## config.mk

```make
export PLATFORM = sky130hd
export DESIGN_NAME = chg_regs
export DESIGN_NICKNAME = d
export VERILOG_FILES = /design/src/include/chg_pkg.sv /design/src/rtl/chg_regs.sv /design/src/rtl/chg_sync.sv /design/src/rtl/chg_clamp.sv
export SDC_FILE = /design/constraint.sdc
export NUM_CORES = 1
export LEC_CHECK = 0
export BUFFER_PORTS_ARGS = -buffer_cell sky130_fd_sc_hd__buf_2
export CORE_MARGIN = 2
export CORE_UTILIZATION = 35
export CTS_CLUSTER_DIAMETER = 40
export DETAILED_ROUTE_END_ITERATION = 6
export HOLD_SLACK_MARGIN = 0.02
export PLACE_DENSITY = 0.6
export SYNTH_ARGS = -nofsm -noshare
export SYNTH_HDL_FRONTEND = slang
export SYNTH_SLANG_ARGS = --single-unit
```

## constraint.sdc

```tcl
create_clock -name sys_clk -period 2.85 [get_ports sys_clk]
set_input_delay 0.57 -clock sys_clk [delete_from_list [all_inputs] [get_ports sys_clk]]
set_output_delay 0.57 -clock sys_clk [all_outputs]
set_load 0.02 [all_outputs]
```

## src/include/chg_pkg.sv

```systemverilog
// constants for the charge current / input voltage control register pair
// assumes a serial-bus slave and watchdog/detection logic on the same clock
// Notes on behaviour
// - current register at 0x01 resets to 0x5e
// - current bit 6 enables external limit pin
// - current bits 5:0 are fast-charge code
// - charge code clamped to 0x01..0x2c
// - voltage register at 0x02 resets to 0x84
// - bit 7 restores voltage code after detection
// - voltage bit 6 connects battery discharge load
// - voltage bit 5 disables out-of-audio, watchdog-kept
// - voltage bits 4:0 limit code, watchdog-kept
// - voltage code above 0x10 clamped to 0x10
// - watchdog expiry resets non-preserved fields to defaults
package chg_pkg;

    // ---------------------------------------------------------------
    // register map
    // ---------------------------------------------------------------
    localparam logic [6:0] SLAVE_ADDR   = 7'h6b;
    localparam logic [7:0] CURR_OFF     = 8'h01;
    localparam logic [7:0] VOLT_OFF     = 8'h02;
    localparam logic [7:0] CURR_RST     = 8'h5e;
    localparam logic [7:0] VOLT_RST     = 8'h84;
    // bits of the voltage register that survive a watchdog expiry
    localparam logic [7:0] VOLT_WD_KEEP = 8'h3f;

    // ---------------------------------------------------------------
    // field layout
    // ---------------------------------------------------------------
    localparam int HIZ_BIT      = 7;
    localparam int LIMPIN_BIT   = 6;
    localparam int FCC_MSB      = 5;
    localparam int RESTORE_BIT  = 7;
    localparam int DISCH_BIT    = 6;
    localparam int OOA_BIT      = 5;
    localparam int VLIM_MSB     = 4;

    // ---------------------------------------------------------------
    // code limits and defaults
    // ---------------------------------------------------------------
    localparam logic [5:0] FCC_MIN  = 6'h01;
    localparam logic [5:0] FCC_MAX  = 6'h2c;
    localparam logic [4:0] VLIM_MIN = 5'h00;
    localparam logic [4:0] VLIM_MAX = 5'h10;
    localparam logic [4:0] VLIM_RST = 5'h04;

    // ---------------------------------------------------------------
    // serial slave states
    // ---------------------------------------------------------------
    typedef enum logic [2:0] {
        ST_IDLE,
        ST_ADDR,
        ST_REG,
        ST_WDATA,
        ST_RDATA
    } chg_bus_state_t;

endpackage

```

## src/rtl/chg_regs.sv

```systemverilog
// charge current and input voltage control registers with serial slave
// assumes open-drain bus resolved outside; control pulses on sys_clk
`timescale 1ns/1ps
module chg_regs #(
    parameter logic [6:0] SLAVE_ADDR = chg_pkg::SLAVE_ADDR
) (
    input  wire logic       sys_clk,
    input  wire logic       nrst,
    input  wire logic       sclIn,
    input  wire logic       sdaIn,
    output logic            sdaOut,
    output logic            sdaOe,
    input  wire logic       regResetReq,
    input  wire logic       watchdogExpired,
    input  wire logic       sourceDetectDone,
    output logic            hostWrite,
    output logic            inputHighzEnable,
    output logic            limitPinEnable,
    output logic [5:0]      fastChargeCurrentCode,
    output logic            inputVlimitPluginRestore,
    output logic            batteryDischargeLoadEnable,
    output logic            outOfAudioDisable,
    output logic [4:0]      inputVoltageLimitCode
);
    // ---------------------------------------------------------------
    // declarations
    // ---------------------------------------------------------------
    chg_pkg::chg_bus_state_t state_q;
    logic       sclS;
    logic       sdaS;
    logic       sclPrev_q;
    logic       sdaPrev_q;
    logic       busStart;
    logic       busStop;
    logic       sclRise;
    logic       sclFall;
    logic [7:0] shift_q;
    logic [3:0] bitCnt_q;
    logic       ackPhase_q;
    logic       masterNack_q;
    logic [7:0] ptr_q;
    logic [7:0] txByte_q;
    logic       wrStb_q;
    logic [7:0] wrAddr_q;
    logic [7:0] wrData_q;
    logic [7:0] curr_q;
    logic [7:0] volt_q;
    logic [5:0] fccClamped;
    logic [4:0] vlimClamped;

    // ---------------------------------------------------------------
    // pin synchronisers and bus events
    // ---------------------------------------------------------------
    chg_sync #(.RST_VAL(1'b1)) u_sync_scl (
        .sys_clk (sys_clk),
        .nrst    (nrst),
        .pinIn   (sclIn),
        .pinOut  (sclS)
    );

    chg_sync #(.RST_VAL(1'b1)) u_sync_sda (
        .sys_clk (sys_clk),
        .nrst    (nrst),
        .pinIn   (sdaIn),
        .pinOut  (sdaS)
    );

    always_ff @(posedge sys_clk or negedge nrst)
    begin
        if (!nrst)
        begin
            sclPrev_q <= 1'b1;
            sdaPrev_q <= 1'b1;
        end
        else
        begin
            sclPrev_q <= sclS;
            sdaPrev_q <= sdaS;
        end
    end

    assign busStart = sclS & sclPrev_q & sdaPrev_q & ~sdaS;
    assign busStop  = sclS & sclPrev_q & ~sdaPrev_q & sdaS;
    assign sclRise  = sclS & ~sclPrev_q;
    assign sclFall  = ~sclS & sclPrev_q;

    function automatic logic regValid(input logic [7:0] a);
        regValid = (a == chg_pkg::CURR_OFF) || (a == chg_pkg::VOLT_OFF);
    endfunction

    // unmapped addresses read as 0x00: read auto-increment can carry the pointer past the map
    function automatic logic [7:0] regRead(input logic [7:0] a);
        if (a == chg_pkg::CURR_OFF)
            regRead = curr_q;
        else if (a == chg_pkg::VOLT_OFF)
            regRead = volt_q;
        else
            regRead = 8'h00;
    endfunction

    // ---------------------------------------------------------------
    // serial slave
    // ---------------------------------------------------------------
    // open drain: the line is only ever pulled low
    always_ff @(posedge sys_clk or negedge nrst)
    begin
        if (!nrst)
            sdaOut <= 1'b0;
        else
            sdaOut <= 1'b0;
    end

    always_ff @(posedge sys_clk or negedge nrst)
    begin
        if (!nrst)
        begin
            state_q      <= chg_pkg::ST_IDLE;
            shift_q      <= 8'h00;
            bitCnt_q     <= 4'h0;
            ackPhase_q   <= 1'b0;
            masterNack_q <= 1'b0;
            ptr_q        <= 8'h00;
            txByte_q     <= 8'h00;
            sdaOe        <= 1'b0;
            wrStb_q      <= 1'b0;
            wrAddr_q     <= 8'h00;
            wrData_q     <= 8'h00;
        end
        else
        begin
            wrStb_q <= 1'b0;
            if (busStop)
            begin
                state_q    <= chg_pkg::ST_IDLE;
                ackPhase_q <= 1'b0;
                sdaOe      <= 1'b0;
            end
            else if (busStart)
            begin
                state_q    <= chg_pkg::ST_ADDR;
                bitCnt_q   <= 4'h0;
                ackPhase_q <= 1'b0;
                sdaOe      <= 1'b0;
            end
            else if (sclRise && !ackPhase_q && state_q != chg_pkg::ST_IDLE)
            begin
                shift_q  <= {shift_q[6:0], sdaS};
                bitCnt_q <= bitCnt_q + 4'h1;
            end
            else if (sclRise && ackPhase_q && state_q == chg_pkg::ST_RDATA)
                masterNack_q <= sdaS;
            else if (sclFall && ackPhase_q)
            begin
                ackPhase_q <= 1'b0;
                sdaOe      <= 1'b0;
                if (state_q == chg_pkg::ST_RDATA)
                begin
                    if (masterNack_q)
                        state_q <= chg_pkg::ST_IDLE;
                    else
                        sdaOe <= ~txByte_q[7];
                end
            end
            else if (sclFall && state_q == chg_pkg::ST_RDATA && bitCnt_q != 4'h0
                     && bitCnt_q < 4'h8)
                sdaOe <= ~txByte_q[3'd7 - bitCnt_q[2:0]];
            else if (sclFall && bitCnt_q == 4'h8)
            begin
                bitCnt_q   <= 4'h0;
                ackPhase_q <= 1'b1;
                case (state_q)
                    chg_pkg::ST_ADDR:
                    begin
                        if (shift_q[7:1] == SLAVE_ADDR)
                        begin
                            sdaOe        <= 1'b1;
                            masterNack_q <= 1'b0;
                            if (shift_q[0])
                            begin
                                state_q  <= chg_pkg::ST_RDATA;
                                txByte_q <= regRead(ptr_q);
                                ptr_q    <= ptr_q + 8'h01;
                            end
                            else
                                state_q <= chg_pkg::ST_REG;
                        end
                        else
                        begin
                            state_q    <= chg_pkg::ST_IDLE;
                            ackPhase_q <= 1'b0;
                        end
                    end
                    chg_pkg::ST_REG:
                    begin
                        // unknown register: no acknowledge, back to idle
                        if (regValid(shift_q))
                        begin
                            sdaOe   <= 1'b1;
                            ptr_q   <= shift_q;
                            state_q <= chg_pkg::ST_WDATA;
                        end
                        else
                        begin
                            state_q    <= chg_pkg::ST_IDLE;
                            ackPhase_q <= 1'b0;
                        end
                    end
                    chg_pkg::ST_WDATA:
                    begin
                        if (regValid(ptr_q))
                        begin
                            sdaOe    <= 1'b1;
                            wrStb_q  <= 1'b1;
                            wrAddr_q <= ptr_q;
                            wrData_q <= shift_q;
                            ptr_q    <= ptr_q + 8'h01;
                        end
                        else
                        begin
                            state_q    <= chg_pkg::ST_IDLE;
                            ackPhase_q <= 1'b0;
                        end
                    end
                    chg_pkg::ST_RDATA:
                    begin
                        sdaOe    <= 1'b0;
                        txByte_q <= regRead(ptr_q);
                        ptr_q    <= ptr_q + 8'h01;
                    end
                    default:
                    begin
                        state_q    <= chg_pkg::ST_IDLE;
                        ackPhase_q <= 1'b0;
                    end
                endcase
            end
        end
    end

    // the watchdog is kicked by any accepted data byte
    assign hostWrite = wrStb_q;

    // ---------------------------------------------------------------
    // charge current control register
    // ---------------------------------------------------------------
    always_ff @(posedge sys_clk or negedge nrst)
    begin
        if (!nrst)
            curr_q <= chg_pkg::CURR_RST;
        else if (regResetReq)
            curr_q <= chg_pkg::CURR_RST;
        else if (wrStb_q && wrAddr_q == chg_pkg::CURR_OFF)
            curr_q <= wrData_q;
        else if (watchdogExpired)
            curr_q <= chg_pkg::CURR_RST;
    end

    // ---------------------------------------------------------------
    // input voltage control register
    // ---------------------------------------------------------------
    // a host write in the expiry cycle is kept; the write restarts host mode
    always_ff @(posedge sys_clk or negedge nrst)
    begin
        if (!nrst)
            volt_q <= chg_pkg::VOLT_RST;
        else if (regResetReq)
            volt_q <= chg_pkg::VOLT_RST;
        else if (wrStb_q && wrAddr_q == chg_pkg::VOLT_OFF)
            volt_q <= wrData_q;
        else if (watchdogExpired)
            volt_q <= (volt_q & chg_pkg::VOLT_WD_KEEP)
                    | (chg_pkg::VOLT_RST & ~chg_pkg::VOLT_WD_KEEP);
        else if (sourceDetectDone && volt_q[chg_pkg::RESTORE_BIT])
            volt_q[chg_pkg::VLIM_MSB:0] <= chg_pkg::VLIM_RST;
    end

    // ---------------------------------------------------------------
    // settings driven to the power stage
    // ---------------------------------------------------------------
    chg_clamp #(
        .W  (6),
        .LO (chg_pkg::FCC_MIN),
        .HI (chg_pkg::FCC_MAX)
    ) u_clamp_fcc (
        .codeIn  (curr_q[chg_pkg::FCC_MSB:0]),
        .codeOut (fccClamped)
    );

    chg_clamp #(
        .W  (5),
        .LO (chg_pkg::VLIM_MIN),
        .HI (chg_pkg::VLIM_MAX)
    ) u_clamp_vlim (
        .codeIn  (volt_q[chg_pkg::VLIM_MSB:0]),
        .codeOut (vlimClamped)
    );

    // registered so the analog side never sees a clamp glitch
    always_ff @(posedge sys_clk or negedge nrst)
    begin
        if (!nrst)
        begin
            inputHighzEnable           <= chg_pkg::CURR_RST[chg_pkg::HIZ_BIT];
            limitPinEnable             <= chg_pkg::CURR_RST[chg_pkg::LIMPIN_BIT];
            fastChargeCurrentCode      <= chg_pkg::CURR_RST[chg_pkg::FCC_MSB:0];
            inputVlimitPluginRestore   <= chg_pkg::VOLT_RST[chg_pkg::RESTORE_BIT];
            batteryDischargeLoadEnable <= chg_pkg::VOLT_RST[chg_pkg::DISCH_BIT];
            outOfAudioDisable          <= chg_pkg::VOLT_RST[chg_pkg::OOA_BIT];
            inputVoltageLimitCode      <= chg_pkg::VLIM_RST;
        end
        else
        begin
            inputHighzEnable           <= curr_q[chg_pkg::HIZ_BIT];
            limitPinEnable             <= curr_q[chg_pkg::LIMPIN_BIT];
            fastChargeCurrentCode      <= fccClamped;
            inputVlimitPluginRestore   <= volt_q[chg_pkg::RESTORE_BIT];
            batteryDischargeLoadEnable <= volt_q[chg_pkg::DISCH_BIT];
            outOfAudioDisable          <= volt_q[chg_pkg::OOA_BIT];
            inputVoltageLimitCode      <= vlimClamped;
        end
    end
endmodule // chg_regs

```

## src/rtl/chg_sync.sv

```systemverilog
// three-stage synchroniser with agreement filter for one pin
// assumes the pin is asynchronous to sys_clk
`timescale 1ns/1ps
module chg_sync #(
    parameter logic RST_VAL = 1'b1
) (
    input  wire logic sys_clk,
    input  wire logic nrst,
    input  wire logic pinIn,
    output logic      pinOut
);
    logic s1_q;
    logic s2_q;
    logic s3_q;

    always_ff @(posedge sys_clk or negedge nrst)
    begin
        if (!nrst)
        begin
            s1_q   <= RST_VAL;
            s2_q   <= RST_VAL;
            s3_q   <= RST_VAL;
            pinOut <= RST_VAL;
        end
        else
        begin
            s1_q <= pinIn;
            s2_q <= s1_q;
            s3_q <= s2_q;
            // change counts only once stages two and three agree
            if (s2_q == s3_q)
                pinOut <= s3_q;
        end
    end
endmodule // chg_sync

```

## src/rtl/chg_clamp.sv

```systemverilog
// clamps a code into [LO, HI]
// assumes unsigned codes
`timescale 1ns/1ps
module chg_clamp #(
    parameter int         W  = 6,
    parameter logic [W-1:0] LO = '0,
    parameter logic [W-1:0] HI = '1
) (
    input  wire logic [W-1:0] codeIn,
    output logic      [W-1:0] codeOut
);
    always_comb
    begin
        if (codeIn > HI)
            codeOut = HI;
        else if (codeIn < LO)
            codeOut = LO;
        else
            codeOut = codeIn;
    end
endmodule // chg_clamp

```

=== Word-level counts from Yosys, hierarchy flattened ===
Cells that the tools add are included.

* Eq/ne operators: 34
* Multipliers: 0
* Order comparisons: 6
* Bitwise logic cells: 19
* Multiplexer cells: 82
* $add $sub $neg: 3
* Reduce and logical (&&, ||, !) cells: 40
* Div/mod/pow operators: 0
* Shift-type cells: 0

{| class="wikitable"
|+ Operators by type and width
! kind !! number
|-
| $mux 8 || 13
|-
| $mux 3 || 13
|-
| $mux 1 || 37
|-
| $pmux 8 s4 || 1
|-
| $eq 8x1->1 const B || 3
|-
| $eq 8x2->1 const B || 3
|-
| $mux 4 || 6
|-
| $mux 5 || 4
|-
| $ne 6x6->1 const B || 3
|-
| $pmux 8 s2 || 1
|-
| $reduce_and 8->1 || 2
|-
| $ne 3x3->1 const B || 5
|-
| $reduce_bool 3->1 || 5
|-
| $logic_and 1x1->1 || 12
|-
| $mux 6 || 2
|-
| $ne 2x2->1 const B || 6
|-
| $ne 4x4->1 const B || 3
|-
| $not 1->1 || 12
|-
| $pmux 3 s4 || 1
|-
| $reduce_and 12->1 || 1
|-
| $reduce_bool 4->1 || 3
|-
| $reduce_and 10->1 || 1
|-
| $reduce_bool 2->1 || 5
|-
| $reduce_and 9->1 || 1
|-
| other kinds (31) || 41
|}

* Bits in read-only memories: 0
* Memories: 0
* Bits in latches: 0
* Word-level logic and storage cells: 216
* Output and inout port bits: 19
* Memory bits (writable): 0
* Bits in registers: 93

=== Longest topological paths before layout ===
* Depth after elaboration: 11
* Mapped depth: 9

=== Hierarchy ===
From an unflattened synthesis, not the netlist that was laid out.

* Cell total of the unflattened synthesis: 403
* Area total of the unflattened synthesis: 4342.9 µm²

{| class="wikitable"
|+ By module, submodules not included
! module !! times used !! area each (µm²) !! cells each !! seq. area each (µm²)
|-
| chg_regs || 1 || 4018.9 || 378 || 2147.1
|-
| chg_sync || 2 || 116.4 || 5 || 105.1
|-
| chg_clamp at u_clamp_fcc || 1 || 62.6 || 10 || 0.0
|-
| chg_clamp at u_clamp_vlim || 1 || 28.8 || 5 || 0.0
|}

=== Worst setup path before layout ===
Ideal clock, no wire load.

* Path type: reg-to-reg
* Start: reg sclPrev_q
* End: reg ptr_q[1]
* Period minus slack after synthesis: 2281 ps
* Data arrival time: 2156 ps
* Setup slack: 569 ps
* Cell stages (with the launch flop): 7
* Cell sequence: dfstp_2 > nor2b_1 > nand4b_1 > a311oi_2 > and3_1 > buf_4 > mux2_2

* Longest elaborated chain between the ends: 6
* Elaborated cells on any way between the ends: 24

{| class="wikitable"
|+ RTL lines
! what !! RTL line !! source
|-
| from (decl) || chg_regs.sv:31 || <nowiki>logic sclPrev_q;</nowiki>
|-
| from (signal assigned) || chg_regs.sv:77 || <nowiki>sclPrev_q <= sclS;</nowiki>
|-
| $and 1x1->1 / $not 1->1 (equally long branches) || chg_regs.sv:85, chg_regs.sv:84 ||
|-
| $logic_and 1x1->1 / $and 1x1->1 (equally long branches) || chg_regs.sv:164, chg_regs.sv:84 ||
|-
| $logic_and 1x1->1, on equally long branches || chg_regs.sv:164, chg_regs.sv:145, chg_regs.sv:150 ||
|-
| $logic_and 1x1->1, on equally long branches || chg_regs.sv:165, chg_regs.sv:145, chg_regs.sv:150 ||
|-
| $not 1->1 (no line) || - ||
|-
| $reduce_and 12->1 (no line) (*) || - ||
|-
| to (signal assigned) || chg_regs.sv:182 || <nowiki>ptr_q <= ptr_q + 8'h01;</nowiki>
|-
| to (signal assigned) || chg_regs.sv:199 || <nowiki>ptr_q <= shift_q;</nowiki>
|-
| to (signal assigned) || chg_regs.sv:216 || <nowiki>ptr_q <= ptr_q + 8'h01;</nowiki>
|-
| to (decl) || chg_regs.sv:41 || <nowiki>logic [7:0] ptr_q;</nowiki>
|}

Mark *: on every way between the ends. The rest lies on a longest branch, timed or not.
A chain may end at the register's enable or synchronous reset.

=== Worst setup path after layout ===
Same ends and word-level chain as after synthesis.

==> results.json <==
{
  "p_per_area_nw_per_um2": 649,
  "clock_latency_ns": 0.34,
  "grt_max_degree": 51,
  "antenna_found_initial": 0,
  "hold_path.class": "primary input to asynchronous set/reset pin",
  "wl_um": 8630,
  "yosysUniqueCellTypes": 65,
  "drv_slew": 0,
  "first_pass_iters": 6,
  "drv_cap": 0,
  "cts_setup_buffers": 0,
  "nets": 394,
  "ios": 26,
  "synth_top_area_cell": "dfrtp_1",
  "drive_above_1_share_pct": 26.6,
  "netlist_area_um2": 4160,
  "status": "complete, but fails checks",
  "start_util_pct": 36.1,
  "cts_buffers": 9,
  "synthesis.instances": 358,
  "clk_pin_slew_ns": 0.06,
  "finalSetupViolCount": 0,
  "worst_pin_slew_ns": 0.627,
  "fmaxAchievable_mhz": 410,
  "place_congestion": 0.888,
  "dieArea_um2": 12800,
  "ys.warnings.count": 0,
  "async_flop_share_pct": 100,
  "route.vias.total": 2864,
  "layout_common_cells": "dfrtp_1 (69), nand2_1 (26), mux2_2 (24), dfstp_2 (24)",
  "place_hpwl_um": 6150,
  "grt-ovfl-total": 0,
  "ys_ff_latch": 93,
  "drt_iter0_drc": 257,
  "ff2ff_path_depth": 5,
  "htreeDepth": 3,
  "setup_slack_ns": 0.413,
  "final_common_cell": "dfrtp_1",
  "slew_headroom_pct": 58.2,
  "grt_pass1_wl_um": 14600,
  "cts_tree": "built",
  "ff_latch_area_um2": 2360,
  "finalHoldViolCount": 0,
  "syn2layout_area_growth_pct": 13.8,
  "synth_nets": 370,
  "synth.area.top_cells": "dfrtp_1 (41%), dfstp_2 (15%), mux2_2 (6.5%)",
  "syn_area_per_cell_um2": 11.6,
  "p_leak_uw": 0.00214,
  "crit_required_ns": 3.08,
  "worst_clock_skew_ns": 0.00523,
  "crit_type": "register to register",
  "placed_cell_area_um2": 4450,
  "worstPathMaxFanout": 8,
  "grt_pass1_vias": 2832,
  "p_total_uw": 3070,
  "fp.dieW_um": 113,
  "final_area_um2": 4740,
  "cts_resized": 0,
  "end_kind": "register",
  "synth_top_cell_area_share_pct": 41.5,
  "hold_ws_ns": 0.254,
  "ys_seq_area_share_pct": 56.6,
  "synth_edf_count": 0,
  "cts_root_buf": "clkbuf_16",
  "worst_setup_path_start_kind": "register",
  "dpl_worst_slack_ns": 0.443,
  "cts_sinks": 93,
  "wl_per_cell_um": 16.3,
  "antenna-diode-count": 0,
  "drtAntennaViolNets": 0,
  "clockBufferDepth": 2,
  "grt_usage_pct": 14.4,
  "fill_cells": 1092,
  "core_region_area_um2": 11500,
  "post-route-drc-count": 3,
  "critPathArrivalTime_ns": 2.66,
  "ir_drop_mv": 0.277,
  "io_buffers": 24,
  "min_period_ns": 2.44,
  "tns_ns": 0,
  "ctsHoldBuffers": 0,
  "routed_via_density": 5.40,
  "rows": 39,
  "min_period_over_period_pct": 85.5,
  "violations": "DRC",
  "rsz0062_at_grt": "false",
  "synth_top_flop_cell": "dfrtp_1",
  "multi_input_area_um2": 1680,
  "die_h_um": 113
}
==> flip-flops by register name (all words and copies together), names as in the netlist, 3 cells and up <==
| register | cells |
|---|---|
| inputVoltageLimitCode | 5 |
| wrAddr_q | 8 |
| ptr_q | 8 |
| wrData_q | 8 |
| volt_q | 8 |
| bitCnt_q | 4 |
| shift_q | 8 |
| txByte_q | 8 |
| state_q | 3 |
| curr_q | 8 |
| fastChargeCurrentCode | 6 |
==> cells by family after synthesis <==
group	share of synthesized area, %
AO/OA/AOI/OAI	15.0
buffers and inverters	2.92
multiplexers	8.06
AND/OR/NAND/NOR	14.7
flip-flops	56.6
other	0.0901
XOR/XNOR	0.631
adder cells (fa/ha/maj)	1.98
==> power by group <==
group	switching (uW)	leakage [uW]	internal, uW
logic	192	0.000801	143
registers	161	0.00120	1410
clock network	482	0.000140	683
==> metal layers <==
layer	share of wire [%]	global-route usage, %
met1	46	19.4
met2	48	23.1
met3	4.3	3.54
met4	1.3	4.47
met5	0	0
==> worst paths after layout <==
path | startpoint | to | slack, ns
min in group sys_clk | sclIn | u_sync_scl.s1_q | 0.33
worst min-delay path | nrst | volt_q[4] | 0.25
max in group asynchronous | nrst | sclPrev_q | 1.93
worst max-delay path | sclPrev_q | ptr_q[1] | 0.41
worst min register to register | u_sync_scl.s1_q | u_sync_scl.s2_q | 0.35
worst max register to register | sclPrev_q | ptr_q[1] | 0.41
==> final cells by class <==
class                           instances  area share, %
Clock buffer                           11           4.91
Clock inverter                          5           1.27
Inverter                               12          0.951
Multi-Input combinational cell        236           35.5
Sequential cell                        93           49.7
Tap cell                              143           3.78
Timing Repair Buffer                   30           3.80
==> critical path: stages (launching register included) <==
cell and delay, ns:
dfstp_2 0.54, nor2b_1 0.29, nand4b_1 0.30, a311oi_2 0.41, and3_1 0.40, mux2_2 0.38
==> synth_stat cells, types with 2 or more instances <==
cell type and number:
and4b_1 2, nor2b_1 6, nand3_1 12, a21oi_1 12, and3_1 5, o22ai_1 4
o41ai_1 2, mux2i_1 2, buf_2 4, xnor2_1 2, o21ai_1 2, dfstp_2 24
nor3_1 6, maj3_1 2, clkbuf_1 9, a41oi_1 7, nand4_1 5, o21ai_0 23
nor2_1 12, mux4_2 2, o22a_1 5, mux2_2 24, a31oi_1 2, or3_1 2
nand2b_1 5, a21o_1 4, and4_1 2, or4_1 2, nand2_1 26, dfrtp_1 69
buf_4 2, nor4_1 3, and2_1 7, a22o_1 15, buf_1 2, inv_1 12
ha_1 5
==> stage by stage <==
step	util, %	instances
5_1_grt	41.1	530
2_1_floorplan	-	358
3_5_place_dp	38.6	514
6_report	41.1	530
3_3_place_gp	38.6	514
4_1_cts	41.1	530
Note: power is estimated with default switching activity, not from simulation.
